File: src/design/scrg_pkg.sv
// package for the serial checksum / ready / pin-direction register bank
// assumes an internal register port driven by the serial host interface logic
package scrg_pkg;
	localparam logic [6:0] ADDR_PIN_DIRECTION = 7'h0E;
	localparam logic [6:0] ADDR_READY_CTRL = 7'h11;
	localparam logic [6:0] ADDR_CHECKSUM_CTRL = 7'h13;
	localparam logic [6:0] ADDR_CHECKSUM_VALUE = 7'h1D;
	localparam logic [6:0] ADDR_CONV_LOW = 7'h1B;
	localparam int READY_PIN_SIX_BIT = 7;
	localparam int READY_NO_CLEAR_BIT = 5;
	localparam int READY_GAIN_CAL_BIT = 3;
	localparam int CKS_ENABLE_BIT = 4;
	localparam int CKS_AFTER_CHECKSUM_BIT = 2;
	localparam logic [7:0] READY_CTRL_RESET = 8'h03;
	localparam logic [7:0] READY_CTRL_MASK = 8'hAF;
	localparam logic [7:0] CKS_CTRL_RESET = 8'h00;
	localparam logic [7:0] CKS_CTRL_MASK = 8'h14;
	localparam logic [7:0] PIN_DIR_RESET = 8'h00;
	localparam logic [7:0] PIN_DIR_MASK = 8'h7F;
	localparam logic [7:0] CKS_POLY_DEFAULT = 8'h07;
	localparam logic [7:0] CKS_SEED = 8'h00;
	typedef struct packed {
		logic wrEn;
		logic rdEn;
		logic [6:0] addr;
		logic [7:0] wrData;
	} scrg_req_type;
	typedef struct packed {
		logic [6:0] oe;
		logic [6:0] out;
	} scrg_pins_type;
endpackage : scrg_pkg

File: src/design/scrg_regbank.sv
// register bank: ready routing, checksum control and value, pin direction
// assumes req/rdData on sys_clk from the serial port logic; pins in are asynchronous
`timescale 1ns/10ps
`default_nettype none
// Operation
// ready-control bit 7 routes active-low data-ready onto general pin six.
// ready-control bit 5 clear makes ready release clear the checksum.
// ready-control bit 3 picks live or last-known gain calibration coefficients.
// host keeps ready-control bits 2..0 at three when writing.
// checksum-control bit 4 enables checksum generation over readback bytes.
// host keeps checksum-control bit 3 at zero when writing.
// checksum-control bit 2 moves ready release after the checksum byte read.
// any write to checksum-value register resets the checksum accumulator.
// reading checksum-value register returns current eight-bit checksum.
// pin-direction bit x makes general pin x output when one.
// while pin six carries data-ready its general-purpose settings are ignored.
// reserved bits read zero, ignore writes; polynomial is a parameter. Ready-control bits 2..0 keep the written value and read back.
module scrg_regbank import scrg_pkg::*; #(
	parameter logic [7:0] CKS_POLY = CKS_POLY_DEFAULT
) (
	input wire logic sys_clk,
	input wire logic rstn,
	input wire scrg_req_type req,
	input wire logic dataReady,
	input wire logic [6:0] pinDataOut,
	input wire logic [6:0] pinIn,
	output logic [7:0] rdData,
	output logic readyN,
	output logic [6:0] pinOut,
	output logic [6:0] pinOeN,
	output logic [6:0] pinInSync,
	output logic gainCalCoeffSel,
	output logic checksumEnable
);

	////////////////////////////////////////////////////////////////////////
	function automatic logic [7:0] cks_step(input logic [7:0] c, input logic [7:0] d);
		logic [7:0] r;
		r = c ^ d;
		for (int i = 0; i < 8; i++) begin
			r = r[7] ? ((r << 1) ^ CKS_POLY) : (r << 1);
		end
		return r;
	endfunction : cks_step

	logic [7:0] readyCtrl_q, readyCtrl_d, cksCtrl_q, cksCtrl_d, pinDir_q, pinDir_d;
	logic [7:0] checksum_q, checksum_d, rdData_q, rdData_d;
	logic readyN_q, readyN_d, pending_q, pending_d, readyDly_q;
	logic [6:0] pinOut_q, pinOut_d, pinOeN_q, pinOeN_d, sync1_q, sync2_q;
	logic readyPin6, readyRelease;
	logic isLowRd, isCksRd;

	assign readyPin6 = readyCtrl_q[READY_PIN_SIX_BIT];
	assign isLowRd = req.rdEn && req.addr == ADDR_CONV_LOW;
	assign isCksRd = req.rdEn && req.addr == ADDR_CHECKSUM_VALUE;

	////////////////////////////////////////////////////////////////////////
	always_comb begin
		readyCtrl_d = readyCtrl_q;
		cksCtrl_d = cksCtrl_q;
		pinDir_d = pinDir_q;
		if (req.wrEn) begin
			case (req.addr)
				// reserved low field keeps whatever the host writes, host keeps it at three
				ADDR_READY_CTRL: readyCtrl_d = req.wrData & (READY_CTRL_MASK | 8'h07);
				ADDR_CHECKSUM_CTRL: cksCtrl_d = req.wrData & CKS_CTRL_MASK;
				ADDR_PIN_DIRECTION: pinDir_d = req.wrData & PIN_DIR_MASK;
				default: ;
			endcase
		end
	end

	// release: low byte read, or with the after-checksum option set, a checksum read that follows a low byte read
	// a fresh conversion edge beats a release in the same cycle, so no result is dropped
	always_comb begin
		pending_d = pending_q;
		readyN_d = readyN_q;
		readyRelease = 1'b0;
		if (dataReady && !readyDly_q) begin
			readyN_d = 1'b0;
			pending_d = 1'b0;
		end else if (!readyN_q) begin
			if (cksCtrl_q[CKS_AFTER_CHECKSUM_BIT]) begin
				if (isLowRd) pending_d = 1'b1;
				if (pending_q && isCksRd) begin
					readyRelease = 1'b1;
					readyN_d = 1'b1;
					pending_d = 1'b0;
				end
			end else if (isLowRd) begin
				readyRelease = 1'b1;
				readyN_d = 1'b1;
			end
		end
	end

	always_comb begin
		checksum_d = checksum_q;
		// the readback byte is folded in as it leaves, the clears win over it
		if (cksCtrl_q[CKS_ENABLE_BIT] && req.rdEn && !isCksRd) begin
			checksum_d = cks_step(checksum_q, rdData_d);
		end
		if (readyRelease && !readyCtrl_q[READY_NO_CLEAR_BIT]) checksum_d = CKS_SEED;
		if (req.wrEn && req.addr == ADDR_CHECKSUM_VALUE) checksum_d = CKS_SEED;
	end

	always_comb begin
		case (req.addr)
			ADDR_READY_CTRL: rdData_d = readyCtrl_q;
			ADDR_CHECKSUM_CTRL: rdData_d = cksCtrl_q;
			ADDR_PIN_DIRECTION: rdData_d = pinDir_q;
			ADDR_CHECKSUM_VALUE: rdData_d = checksum_q;
			default: rdData_d = 8'h00;
		endcase
		if (!req.rdEn) rdData_d = rdData_q;
	end

	always_comb begin
		pinOut_d = pinDataOut;
		pinOeN_d = ~pinDir_q[6:0];
		if (readyPin6) begin
			pinOut_d[6] = readyN_d;
			pinOeN_d[6] = 1'b0;
		end
	end

	////////////////////////////////////////////////////////////////////////
	always_ff @(posedge sys_clk or negedge rstn) begin
		if (!rstn) begin
			readyCtrl_q <= READY_CTRL_RESET;
			cksCtrl_q <= CKS_CTRL_RESET;
			pinDir_q <= PIN_DIR_RESET;
			checksum_q <= CKS_SEED;
			rdData_q <= 8'h00;
			readyN_q <= 1'b1;
			pending_q <= 1'b0;
			readyDly_q <= 1'b0;
			pinOut_q <= 7'h00;
			pinOeN_q <= 7'h7F;
			sync1_q <= 7'h00;
			sync2_q <= 7'h00;
		end else begin
			readyCtrl_q <= readyCtrl_d;
			cksCtrl_q <= cksCtrl_d;
			pinDir_q <= pinDir_d;
			checksum_q <= checksum_d;
			rdData_q <= rdData_d;
			readyN_q <= readyN_d;
			pending_q <= pending_d;
			readyDly_q <= dataReady;
			pinOut_q <= pinOut_d;
			pinOeN_q <= pinOeN_d;
			sync1_q <= pinIn;
			sync2_q <= sync1_q;
		end
	end

	assign rdData = rdData_q;
	assign readyN = readyN_q;
	assign pinOut = pinOut_q;
	assign pinOeN = pinOeN_q;
	assign pinInSync = sync2_q;
	assign gainCalCoeffSel = readyCtrl_q[READY_GAIN_CAL_BIT];
	assign checksumEnable = cksCtrl_q[CKS_ENABLE_BIT];

	////////////////////////////////////////////////////////////////////////
	// pin-side checks; each watches only what the bank drives
	a_pin6_ready_route: assert property (@(posedge sys_clk) disable iff (!rstn)
		readyPin6 |=> pinOut[6] == readyN && !pinOeN[6])
		else $error("pin six not carrying ready");
	a_pin6_gpio_route: assert property (@(posedge sys_clk) disable iff (!rstn)
		!readyPin6 |=> pinOeN[6] == !$past(pinDir_q[6]))
		else $error("pin six direction wrong");
	a_pin6_gpio_data: assert property (@(posedge sys_clk) disable iff (!rstn)
		!readyPin6 |=> pinOut[6] == $past(pinDataOut[6]))
		else $error("pin six data wrong");
	a_pin_data_out: assert property (@(posedge sys_clk) disable iff (!rstn)
		1'b1 |=> pinOut[5:0] == $past(pinDataOut[5:0]))
		else $error("pin data not passed");
	a_dir_outputs: assert property (@(posedge sys_clk) disable iff (!rstn)
		req.wrEn && req.addr == ADDR_PIN_DIRECTION
		|=> ##1 pinOeN[5:0] == ~$past(req.wrData[5:0], 2))
		else $error("direction not applied");

	// checksum checks; the clears are allowed to override a fold in the same cycle
	a_clear_on_release: assert property (@(posedge sys_clk) disable iff (!rstn)
		readyRelease && !readyCtrl_q[READY_NO_CLEAR_BIT] |=> checksum_q == CKS_SEED)
		else $error("checksum not cleared on release");
	a_cks_write_reset: assert property (@(posedge sys_clk) disable iff (!rstn)
		req.wrEn && req.addr == ADDR_CHECKSUM_VALUE |=> checksum_q == CKS_SEED)
		else $error("checksum write did not reset");
	a_cks_readback: assert property (@(posedge sys_clk) disable iff (!rstn)
		isCksRd |=> rdData == $past(checksum_q))
		else $error("checksum read wrong");
	a_cks_disabled: assert property (@(posedge sys_clk) disable iff (!rstn)
		!cksCtrl_q[CKS_ENABLE_BIT] && !req.wrEn && !readyRelease |=> $stable(checksum_q))
		else $error("checksum moved while disabled");
	a_cks_fold: assert property (@(posedge sys_clk) disable iff (!rstn)
		cksCtrl_q[CKS_ENABLE_BIT] && req.rdEn && !isCksRd && !readyRelease
		|=> checksum_q == cks_step($past(checksum_q), rdData))
		else $error("readback byte not folded");
	a_cks_enable_out: assert property (@(posedge sys_clk) disable iff (!rstn)
		req.wrEn && req.addr == ADDR_CHECKSUM_CTRL
		|=> checksumEnable == $past(req.wrData[CKS_ENABLE_BIT]))
		else $error("checksum enable output wrong");

	// ready checks
	a_ready_assert: assert property (@(posedge sys_clk) disable iff (!rstn)
		dataReady && !readyDly_q |=> !readyN)
		else $error("ready not asserted on conversion");
	a_release_low: assert property (@(posedge sys_clk) disable iff (!rstn)
		!readyN && !cksCtrl_q[CKS_AFTER_CHECKSUM_BIT] && isLowRd && !(dataReady && !readyDly_q)
		|=> readyN)
		else $error("ready not released on low byte");
	a_hold_until_cks: assert property (@(posedge sys_clk) disable iff (!rstn)
		!readyN && cksCtrl_q[CKS_AFTER_CHECKSUM_BIT] && !isCksRd |=> !readyN)
		else $error("ready released early");
	a_gain_cal_sel: assert property (@(posedge sys_clk) disable iff (!rstn)
		req.wrEn && req.addr == ADDR_READY_CTRL
		|=> gainCalCoeffSel == $past(req.wrData[READY_GAIN_CAL_BIT]))
		else $error("gain cal select wrong");

	// readback of reserved and unmapped locations
	a_reserved_zero: assert property (@(posedge sys_clk) disable iff (!rstn)
		req.rdEn && req.addr == ADDR_CHECKSUM_CTRL
		|=> rdData[7:5] == 3'h0 && rdData[1:0] == 2'h0)
		else $error("reserved bits nonzero");
	a_ready_reserved: assert property (@(posedge sys_clk) disable iff (!rstn)
		req.rdEn && req.addr == ADDR_READY_CTRL |=> rdData[6] == 1'b0 && rdData[4] == 1'b0)
		else $error("ready control reserved bits nonzero");
	a_unmapped_zero: assert property (@(posedge sys_clk) disable iff (!rstn)
		req.rdEn && req.addr > ADDR_CHECKSUM_VALUE |=> rdData == 8'h00)
		else $error("unmapped read not zero");

endmodule : scrg_regbank
`default_nettype wire

File: config.mk
export PLATFORM = sky130hd
export DESIGN_NAME = scrg_regbank
export DESIGN_NICKNAME = d
export VERILOG_FILES = /design/src/design/scrg_pkg.sv /design/src/design/scrg_regbank.sv
export SDC_FILE = /design/constraint.sdc
export NUM_CORES = 1
export LEC_CHECK = 0
export ABC_AREA = 0
export BUFFER_PORTS_ARGS = -buffer_cell sky130_fd_sc_hd__buf_2
export CAP_MARGIN = 20
export CORE_MARGIN = 5
export CORE_UTILIZATION = 35
export CTS_CLUSTER_SIZE = 12
export DETAILED_ROUTE_END_ITERATION = 7
export HOLD_SLACK_MARGIN = 0.1
export SLEW_MARGIN = 20
export SYNTH_ARGS = -nofsm -noshare
export SYNTH_HDL_FRONTEND = slang
export SYNTH_SLANG_ARGS = --single-unit
export TNS_END_PERCENT = 1
File: constraint.sdc
create_clock -name sys_clk -period 4.1 [get_ports sys_clk]
set_clock_uncertainty 0.1 [all_clocks]
set_input_delay 0 -clock sys_clk [delete_from_list [all_inputs] [get_ports sys_clk]]
set_output_delay 0 -clock sys_clk [all_outputs]
set_load 0.02 [all_outputs]
# ---- Word level (Yosys, flattened, before mapping)
# Cells that the tools add are included.
dict set report word_totals {
  out_inout_bits 32
  regBits 62
  input_bits 34
}
dict set report classes {
  eq_ne 6
  n_reduce_logical 18
  mux 27
  n_bitwise 10
}
# op count
set ops {}
lappend ops {{8-bit two-way mux} 4}
lappend ops {{8-bit one-hot mux with 4 select lines} 1}
lappend ops {{7-bit by 5-bit == test with 1-bit output, second input constant} 4}
lappend ops {{3-bit two-way mux} 8}
lappend ops {{3-bit NOT} 8}
lappend ops {{1-bit two-way mux} 14}
lappend ops {{1-bit logical AND} 8}
lappend ops {{8-bit XOR} 1}
lappend ops {{7-bit by 4-bit == test with 1-bit output, second input constant} 1}
lappend ops {{7-bit NOT} 1}
lappend ops {{2-bit AND reduction} 3}
lappend ops {{3-bit nonzero test} 2}
lappend ops {{1-bit logical NOT} 3}
lappend ops {{3-bit AND reduction} 1}
lappend ops {{2-bit by 1-bit != test with 1-bit output, second input constant} 1}
lappend ops {{2-bit nonzero test} 1}

# ---- Logic depth before layout (Yosys ltp)
dict set report depth {
  word_depth 23
  ltp_mapped 9
}

# ---- Worst setup path before layout
# Ideal clock, no wire load.
dict set report synth_timing {
  path_kind {reg2reg}
  startpoint {register readyCtrl_q[7]}
  endpoint {register checksum_q[3]}
  arrival_ns 1.919
  stages_incl_launch_ff 8
  period_less_slack_ns 2.147
  t_required_ns 3.872
  setup_slack_ns 1.953
  path_cell_list {dfrtp_1 -> or3b_1 -> a2111o_1 -> o211ai_1 -> xor2_1 -> xnor3_1 -> a21oi_1 -> o22ai_1}
}
dict set report synth_via {
  elab_chain_cells 8
}
# element line_no
set synth_rtl {}
lappend synth_rtl {{start: declaration} scrg_regbank.sv:46} ;# logic [7:0] readyCtrl_q, readyCtrl_d, cksCtrl_q, cksCtrl_d, pinDir_q, pinDir_d;
lappend synth_rtl {{start signal: assignment} scrg_regbank.sv:143} ;# readyCtrl_q <= readyCtrl_d;
lappend synth_rtl {{8-bit one-hot mux with 4 select lines} scrg_regbank.sv:108} ;# case (req.addr)
lappend synth_rtl {{8-bit two-way mux} scrg_regbank.sv:115} ;# if (!req.rdEn) rdData_d = rdData_q;
lappend synth_rtl {{8-bit XOR} scrg_regbank.sv:39} ;# r = c ^ d;
lappend synth_rtl {{3-bit two-way mux (2 in series)} scrg_regbank.sv:41} ;# r = r[7] ? ((r << 1) ^ CKS_POLY) : (r << 1);
lappend synth_rtl {{8-bit two-way mux} scrg_regbank.sv:100} ;# if (cksCtrl_q[CKS_ENABLE_BIT] && req.rdEn && !isCksRd) begin
lappend synth_rtl {{8-bit two-way mux} scrg_regbank.sv:103} ;# if (readyRelease && !readyCtrl_q[READY_NO_CLEAR_BIT]) checksum_d = CKS_SEED;
lappend synth_rtl {{8-bit two-way mux} scrg_regbank.sv:104} ;# if (req.wrEn && req.addr == ADDR_CHECKSUM_VALUE) checksum_d = CKS_SEED;
lappend synth_rtl {{end signal: assignment} scrg_regbank.sv:146} ;# checksum_q <= checksum_d;
lappend synth_rtl {{end: declaration} scrg_regbank.sv:47} ;# logic [7:0] checksum_q, checksum_d, rdData_q, rdData_d;
# Every way passes these cells. The select of a mux whose other input is x is not followed.
# A chain may end at the register's enable or synchronous reset.

# ---- Worst setup path after layout
dict set report layout_timing {
  startpoint {input req[9] (netlist bit)}
  endpoint {register checksum_q[2]}
}
dict set report layout_via {
  elab_chain_cells 12
}
# element line_no
set layout_rtl {}
lappend layout_rtl {{start: declaration} scrg_regbank.sv:23} ;# input wire scrg_req_type req,
lappend layout_rtl {{7-bit by 5-bit == test with 1-bit output, or another cell as far along} {scrg_regbank.sv:55, scrg_regbank.sv:104, scrg_regbank.sv:108}}
lappend layout_rtl {{8-bit one-hot mux with 4 select lines} scrg_regbank.sv:108}
lappend layout_rtl {{8-bit two-way mux} scrg_regbank.sv:115}
lappend layout_rtl {{8-bit XOR} scrg_regbank.sv:39}
lappend layout_rtl {{3-bit two-way mux / 3-bit NOT (equally long branches)} --}
lappend layout_rtl {{3-bit NOT (no source line) / 3-bit two-way mux (equally long branches)} --}
lappend layout_rtl {{3-bit two-way mux / 3-bit NOT (equally long branches)} --}
lappend layout_rtl {{3-bit NOT (no source line) / 3-bit two-way mux (equally long branches)} --}
lappend layout_rtl {{3-bit two-way mux} scrg_regbank.sv:41}
lappend layout_rtl {{8-bit two-way mux} scrg_regbank.sv:100}
lappend layout_rtl {{8-bit two-way mux} scrg_regbank.sv:103}
lappend layout_rtl {{8-bit two-way mux} scrg_regbank.sv:104}
# Several ways; a longest one is shown, not always the timed one. The select of a mux whose other input is x is not followed.

==> results by group <==
Run status
  • Outcome: complete, no violations

Cells and area
  • Register area: ~0.0016 mm2
  • Fillers: 735
  • Layout area overhead: 33.4%
  • Layout Nets: between 300 and 400
  • Util after Layout: 47.7%
  • Multi-input logic area: between 0.001 and 0.0015 mm2
  • Diodes inserted: 0
  • Layout cells sized above 1: approximately 33%
  • Fin cells: 460

Detailed routing
  • Via count: between 2,000 and 2,500
  • Drt pass-1 iters: 4
  • DRC errors left: 0
  • DR vias/cell: approximately 5.1
  • DR WL/cell: approximately 16 um
  • Total routed wirelength: between 7000 and 8000 um
  • DRT antenna net count: 0
  • DRT iter0 DRCs: roughly 110

Timing
  • Worst rel slew slack: slightly below 30%
  • Setup-failing EPs final: 0
  • RSZ-0062 raised after global routing: false
  • Worst-margin pin slew: roughly 1.0 ns
  • Hold Violations, Final: 0
  • Fin. max-slew vios: 0
  • Final worst path period need: about 3.2 ns
  • Crit share post-route: between 70 and 80%
  • FMAX: approximately 320 MHz
  • TNS Setup: 0 ns

Power and ir drop
  • Sequential Power Share: 40.2%
  • Sw Ratio: 29.7%
  • Total power: roughly 1.9 mW
  • Switching pwr: between 0.5 and 0.6 mW
  • Clock power frac: 31.4%
  • Pwr Density: between 400 and 500 mW/mm2
  • Leakage: ~1.8 nW
  • Combinational share of power: between 20% and 30%
  • Internal power: between 1 and 1.5 mW
  • IR Drop Worst-Case VDD: 280 uV

Worst hold path
  • HP Class: in2reg
  • Hold endpoint: rdData[3]
  • Hold Path Depth: 3
  • Min-delay src: req[10]

Logic synthesis
  • Net count after synthesis: roughly 280
  • Most frequent cells after synthesis: dfrtp_1, mux2_2, inv_1, nand3_1, nand2_1
  • Syn Area/Cell: roughly 12 um2
  • Yosys top cell area share: 44.8%
  • Top-count cell post-synth: dfrtp_1
  • Primary FF master, synth: dfrtp_1
  • Register area share after synthesis: 53.8%
  • Synth Instances: between 200 and 250
  • Syn Std Cell Area: between 0.002 and 0.003 mm2
  • Synth warnings: 0
  • Ys async rst share: 100%
  • Post-synth EDFFs: 0
  • Synth top area cells: dfrtp_1, dfstp_2, mux2_2
  • Register bit count reported by yosys: between 60 and 70
  • Synth cell types: between 50 and 60
  • Post-synth top area cell: dfrtp_1

Die
  • Die area: 0.0102 mm2
  • Initial core utilization: 35.7%
  • DIE WIDTH: a little over 100 um
  • Core area: between 0.008 and 0.009 mm2
  • Chip Height: just over 100 um
  • IO Count: 66
  • # rows: 33

Clocking
  • Worst skew pair latency: 0.35 ns
  • Post-CTS setup buffer count: 0
  • Longest Clk Path Bufs: 2
  • CTS tree: done
  • H-tree levels: 3
  • Clock slew at reported path FFs: 0.08 ns
  • CTS Buf Count: 9
  • Sink Count: slightly above 60
  • Clock tree root buffer cell: clkbuf_8

Place
  • Placed wire-length estimate: between 5000 and 6000 um
  • Number of I/O port buffers: 65
  • Routability cong.: 0.836
  • Inst Count DP: 410

Worst setup path
  • FF-to-FF Start: readyCtrl_q[7]
  • Reg-to-reg endpoint: checksum_q[3]
  • CP Data Required Time: 4.24 ns
  • Critical setup path kind: in2reg
  • WP data arrival: 3.32 ns
  • Worst Setup End Kind: register
  • CP Launch Type: input port
  • Flop2flop setup slack: 1.70 ns
  • Max FO, Critical Path: 13
  • Reg2reg path depth: 7

Global route
  • GRT Util Overall: between 15 and 20%
  • Initial antenna violation count: 0
  • Vias in the first global route: about 2,400
  • GRT Residual Overflow: 0
  • First-pass GRT wire length: roughly 12,000 um
  • Largest net degree at the start of global routing: 53

Run
  • Max cap viols: 0
==> logic make-up after synthesis <==
| group | count (synthesis) | synth area share (%) |
|---|---|---|
| DFF | 62 | 53.8 |
| and+or+nand+nor | 76 | 15.3 |
| buffers and inverters | 25 | 3.70 |
| xor gates and xnor gates | 13 | 5.38 |
| muxes | 18 | 6.97 |
| AOI/OAI and AO/OA | 55 | 14.8 |
==> worst max-delay path, cell delays in order <==
cell and delay [ns]:
dlygate4sd3_1 0.53, buf_2 0.24, nor3b_4 0.40, dlygate4sd3_1 0.61, nand3_1 0.15, or2_2 0.33, a31oi_2 0.39, xnor3_1 0.46
a22o_1 0.20
==> cell usage in the layout, fill, tap and decap left out, types with 6 or more instances in the layout <==
master | netlist | layout
dlygate4sd3_1 | 0 | 34
mux2_2 | 18 | 18
inv_1 | 15 | 15
a21oi_1 | 6 | 6
nand2_1 | 12 | 12
xor2_1 | 7 | 7
dfstp_2 | 10 | 10
clkbuf_8 | 0 | 9
nand3_1 | 15 | 15
nor2_1 | 11 | 11
o21ai_0 | 9 | 9
buf_2 | 4 | 65
dfrtp_1 | 52 | 52
a22o_1 | 6 | 6
==> sequential cells by signal (all words and copies together), names as in the netlist <==
| name | flops |
|---|---|
| cksCtrl_q | 2 |
| sync1_q | 7 |
| readyDly_q | 1 |
| pinDir_q | 7 |
| rdData | 8 |
| readyN | 1 |
| readyCtrl_q | 6 |
| pinOeN | 7 |
| pending_q | 1 |
| checksum_q | 8 |
| pinInSync | 7 |
| pinOut | 7 |
==> layout make-up <==
cell class              instances  share of cell area, %
clock buffers                  10                   3.29
clock inverters                 6                   2.23
inverters                      15                   1.45
multi-input cells             162                   32.0
flip-flops and latches         62                   40.3
well taps                     105                   3.39
repair buffers                100                   17.4
==> worst max-delay path by stage <==
stage                         from            end  slack (ns)  cells past startpoint
floorplan           readyCtrl_q[7]  checksum_q[3]        1.95                      7
global placement           req[14]  checksum_q[0]        1.64                      6
detailed placement         req[14]  checksum_q[2]        1.52                      6
CTS                         req[9]  checksum_q[2]        0.95                      9
global route                req[9]  checksum_q[2]        0.77                      9
finish                      req[9]  checksum_q[2]        0.93                      9
==> power groups by stage <==
stage | clock network, mW | registers (mW) | logic [mW]
global placement | 0 | 0.759 | 0.500
CTS | 0.603 | 0.750 | 0.532
floorplan | 0 | 0.764 | 0.382
detailed placement | 0 | 0.761 | 0.505
global route | 0.629 | 0.761 | 0.575
finish | 0.587 | 0.752 | 0.530
==> layer usage <==
layer  part of all wire, %  vias up  routed length [um]  global-route usage, %
li1                      -     1109                   -                      -
met1                    43     1157                3140                   19.9
met2                    49       63                3570                   24.2
met3                   5.2       16                 380                   3.72
met4                   2.8        0                 203                   7.16
met5                     0        -                   0                      0
==> metrics by stage <==
stage	worst slack (ns)	area, um2	hold slack [ns]
2_1_floorplan	1.95	2910	-0.396
3_3_place_gp	1.64	3320	-0.230
3_5_place_dp	1.52	3320	-0.228
4_1_cts	0.952	3870	0.123
5_1_grt	0.773	3880	0.172
6_report	0.927	3880	0.132
==> what timing repair did <==
action / 4_1_cts / 5_1_grt
hold endpoints to repair: 88 / 0
setup endpoints to repair: 0 / 0
hold buffers: 34 / 0
gates resized for setup: 0 / 0
No activity file was read; power rests on OpenSTA's default activity.
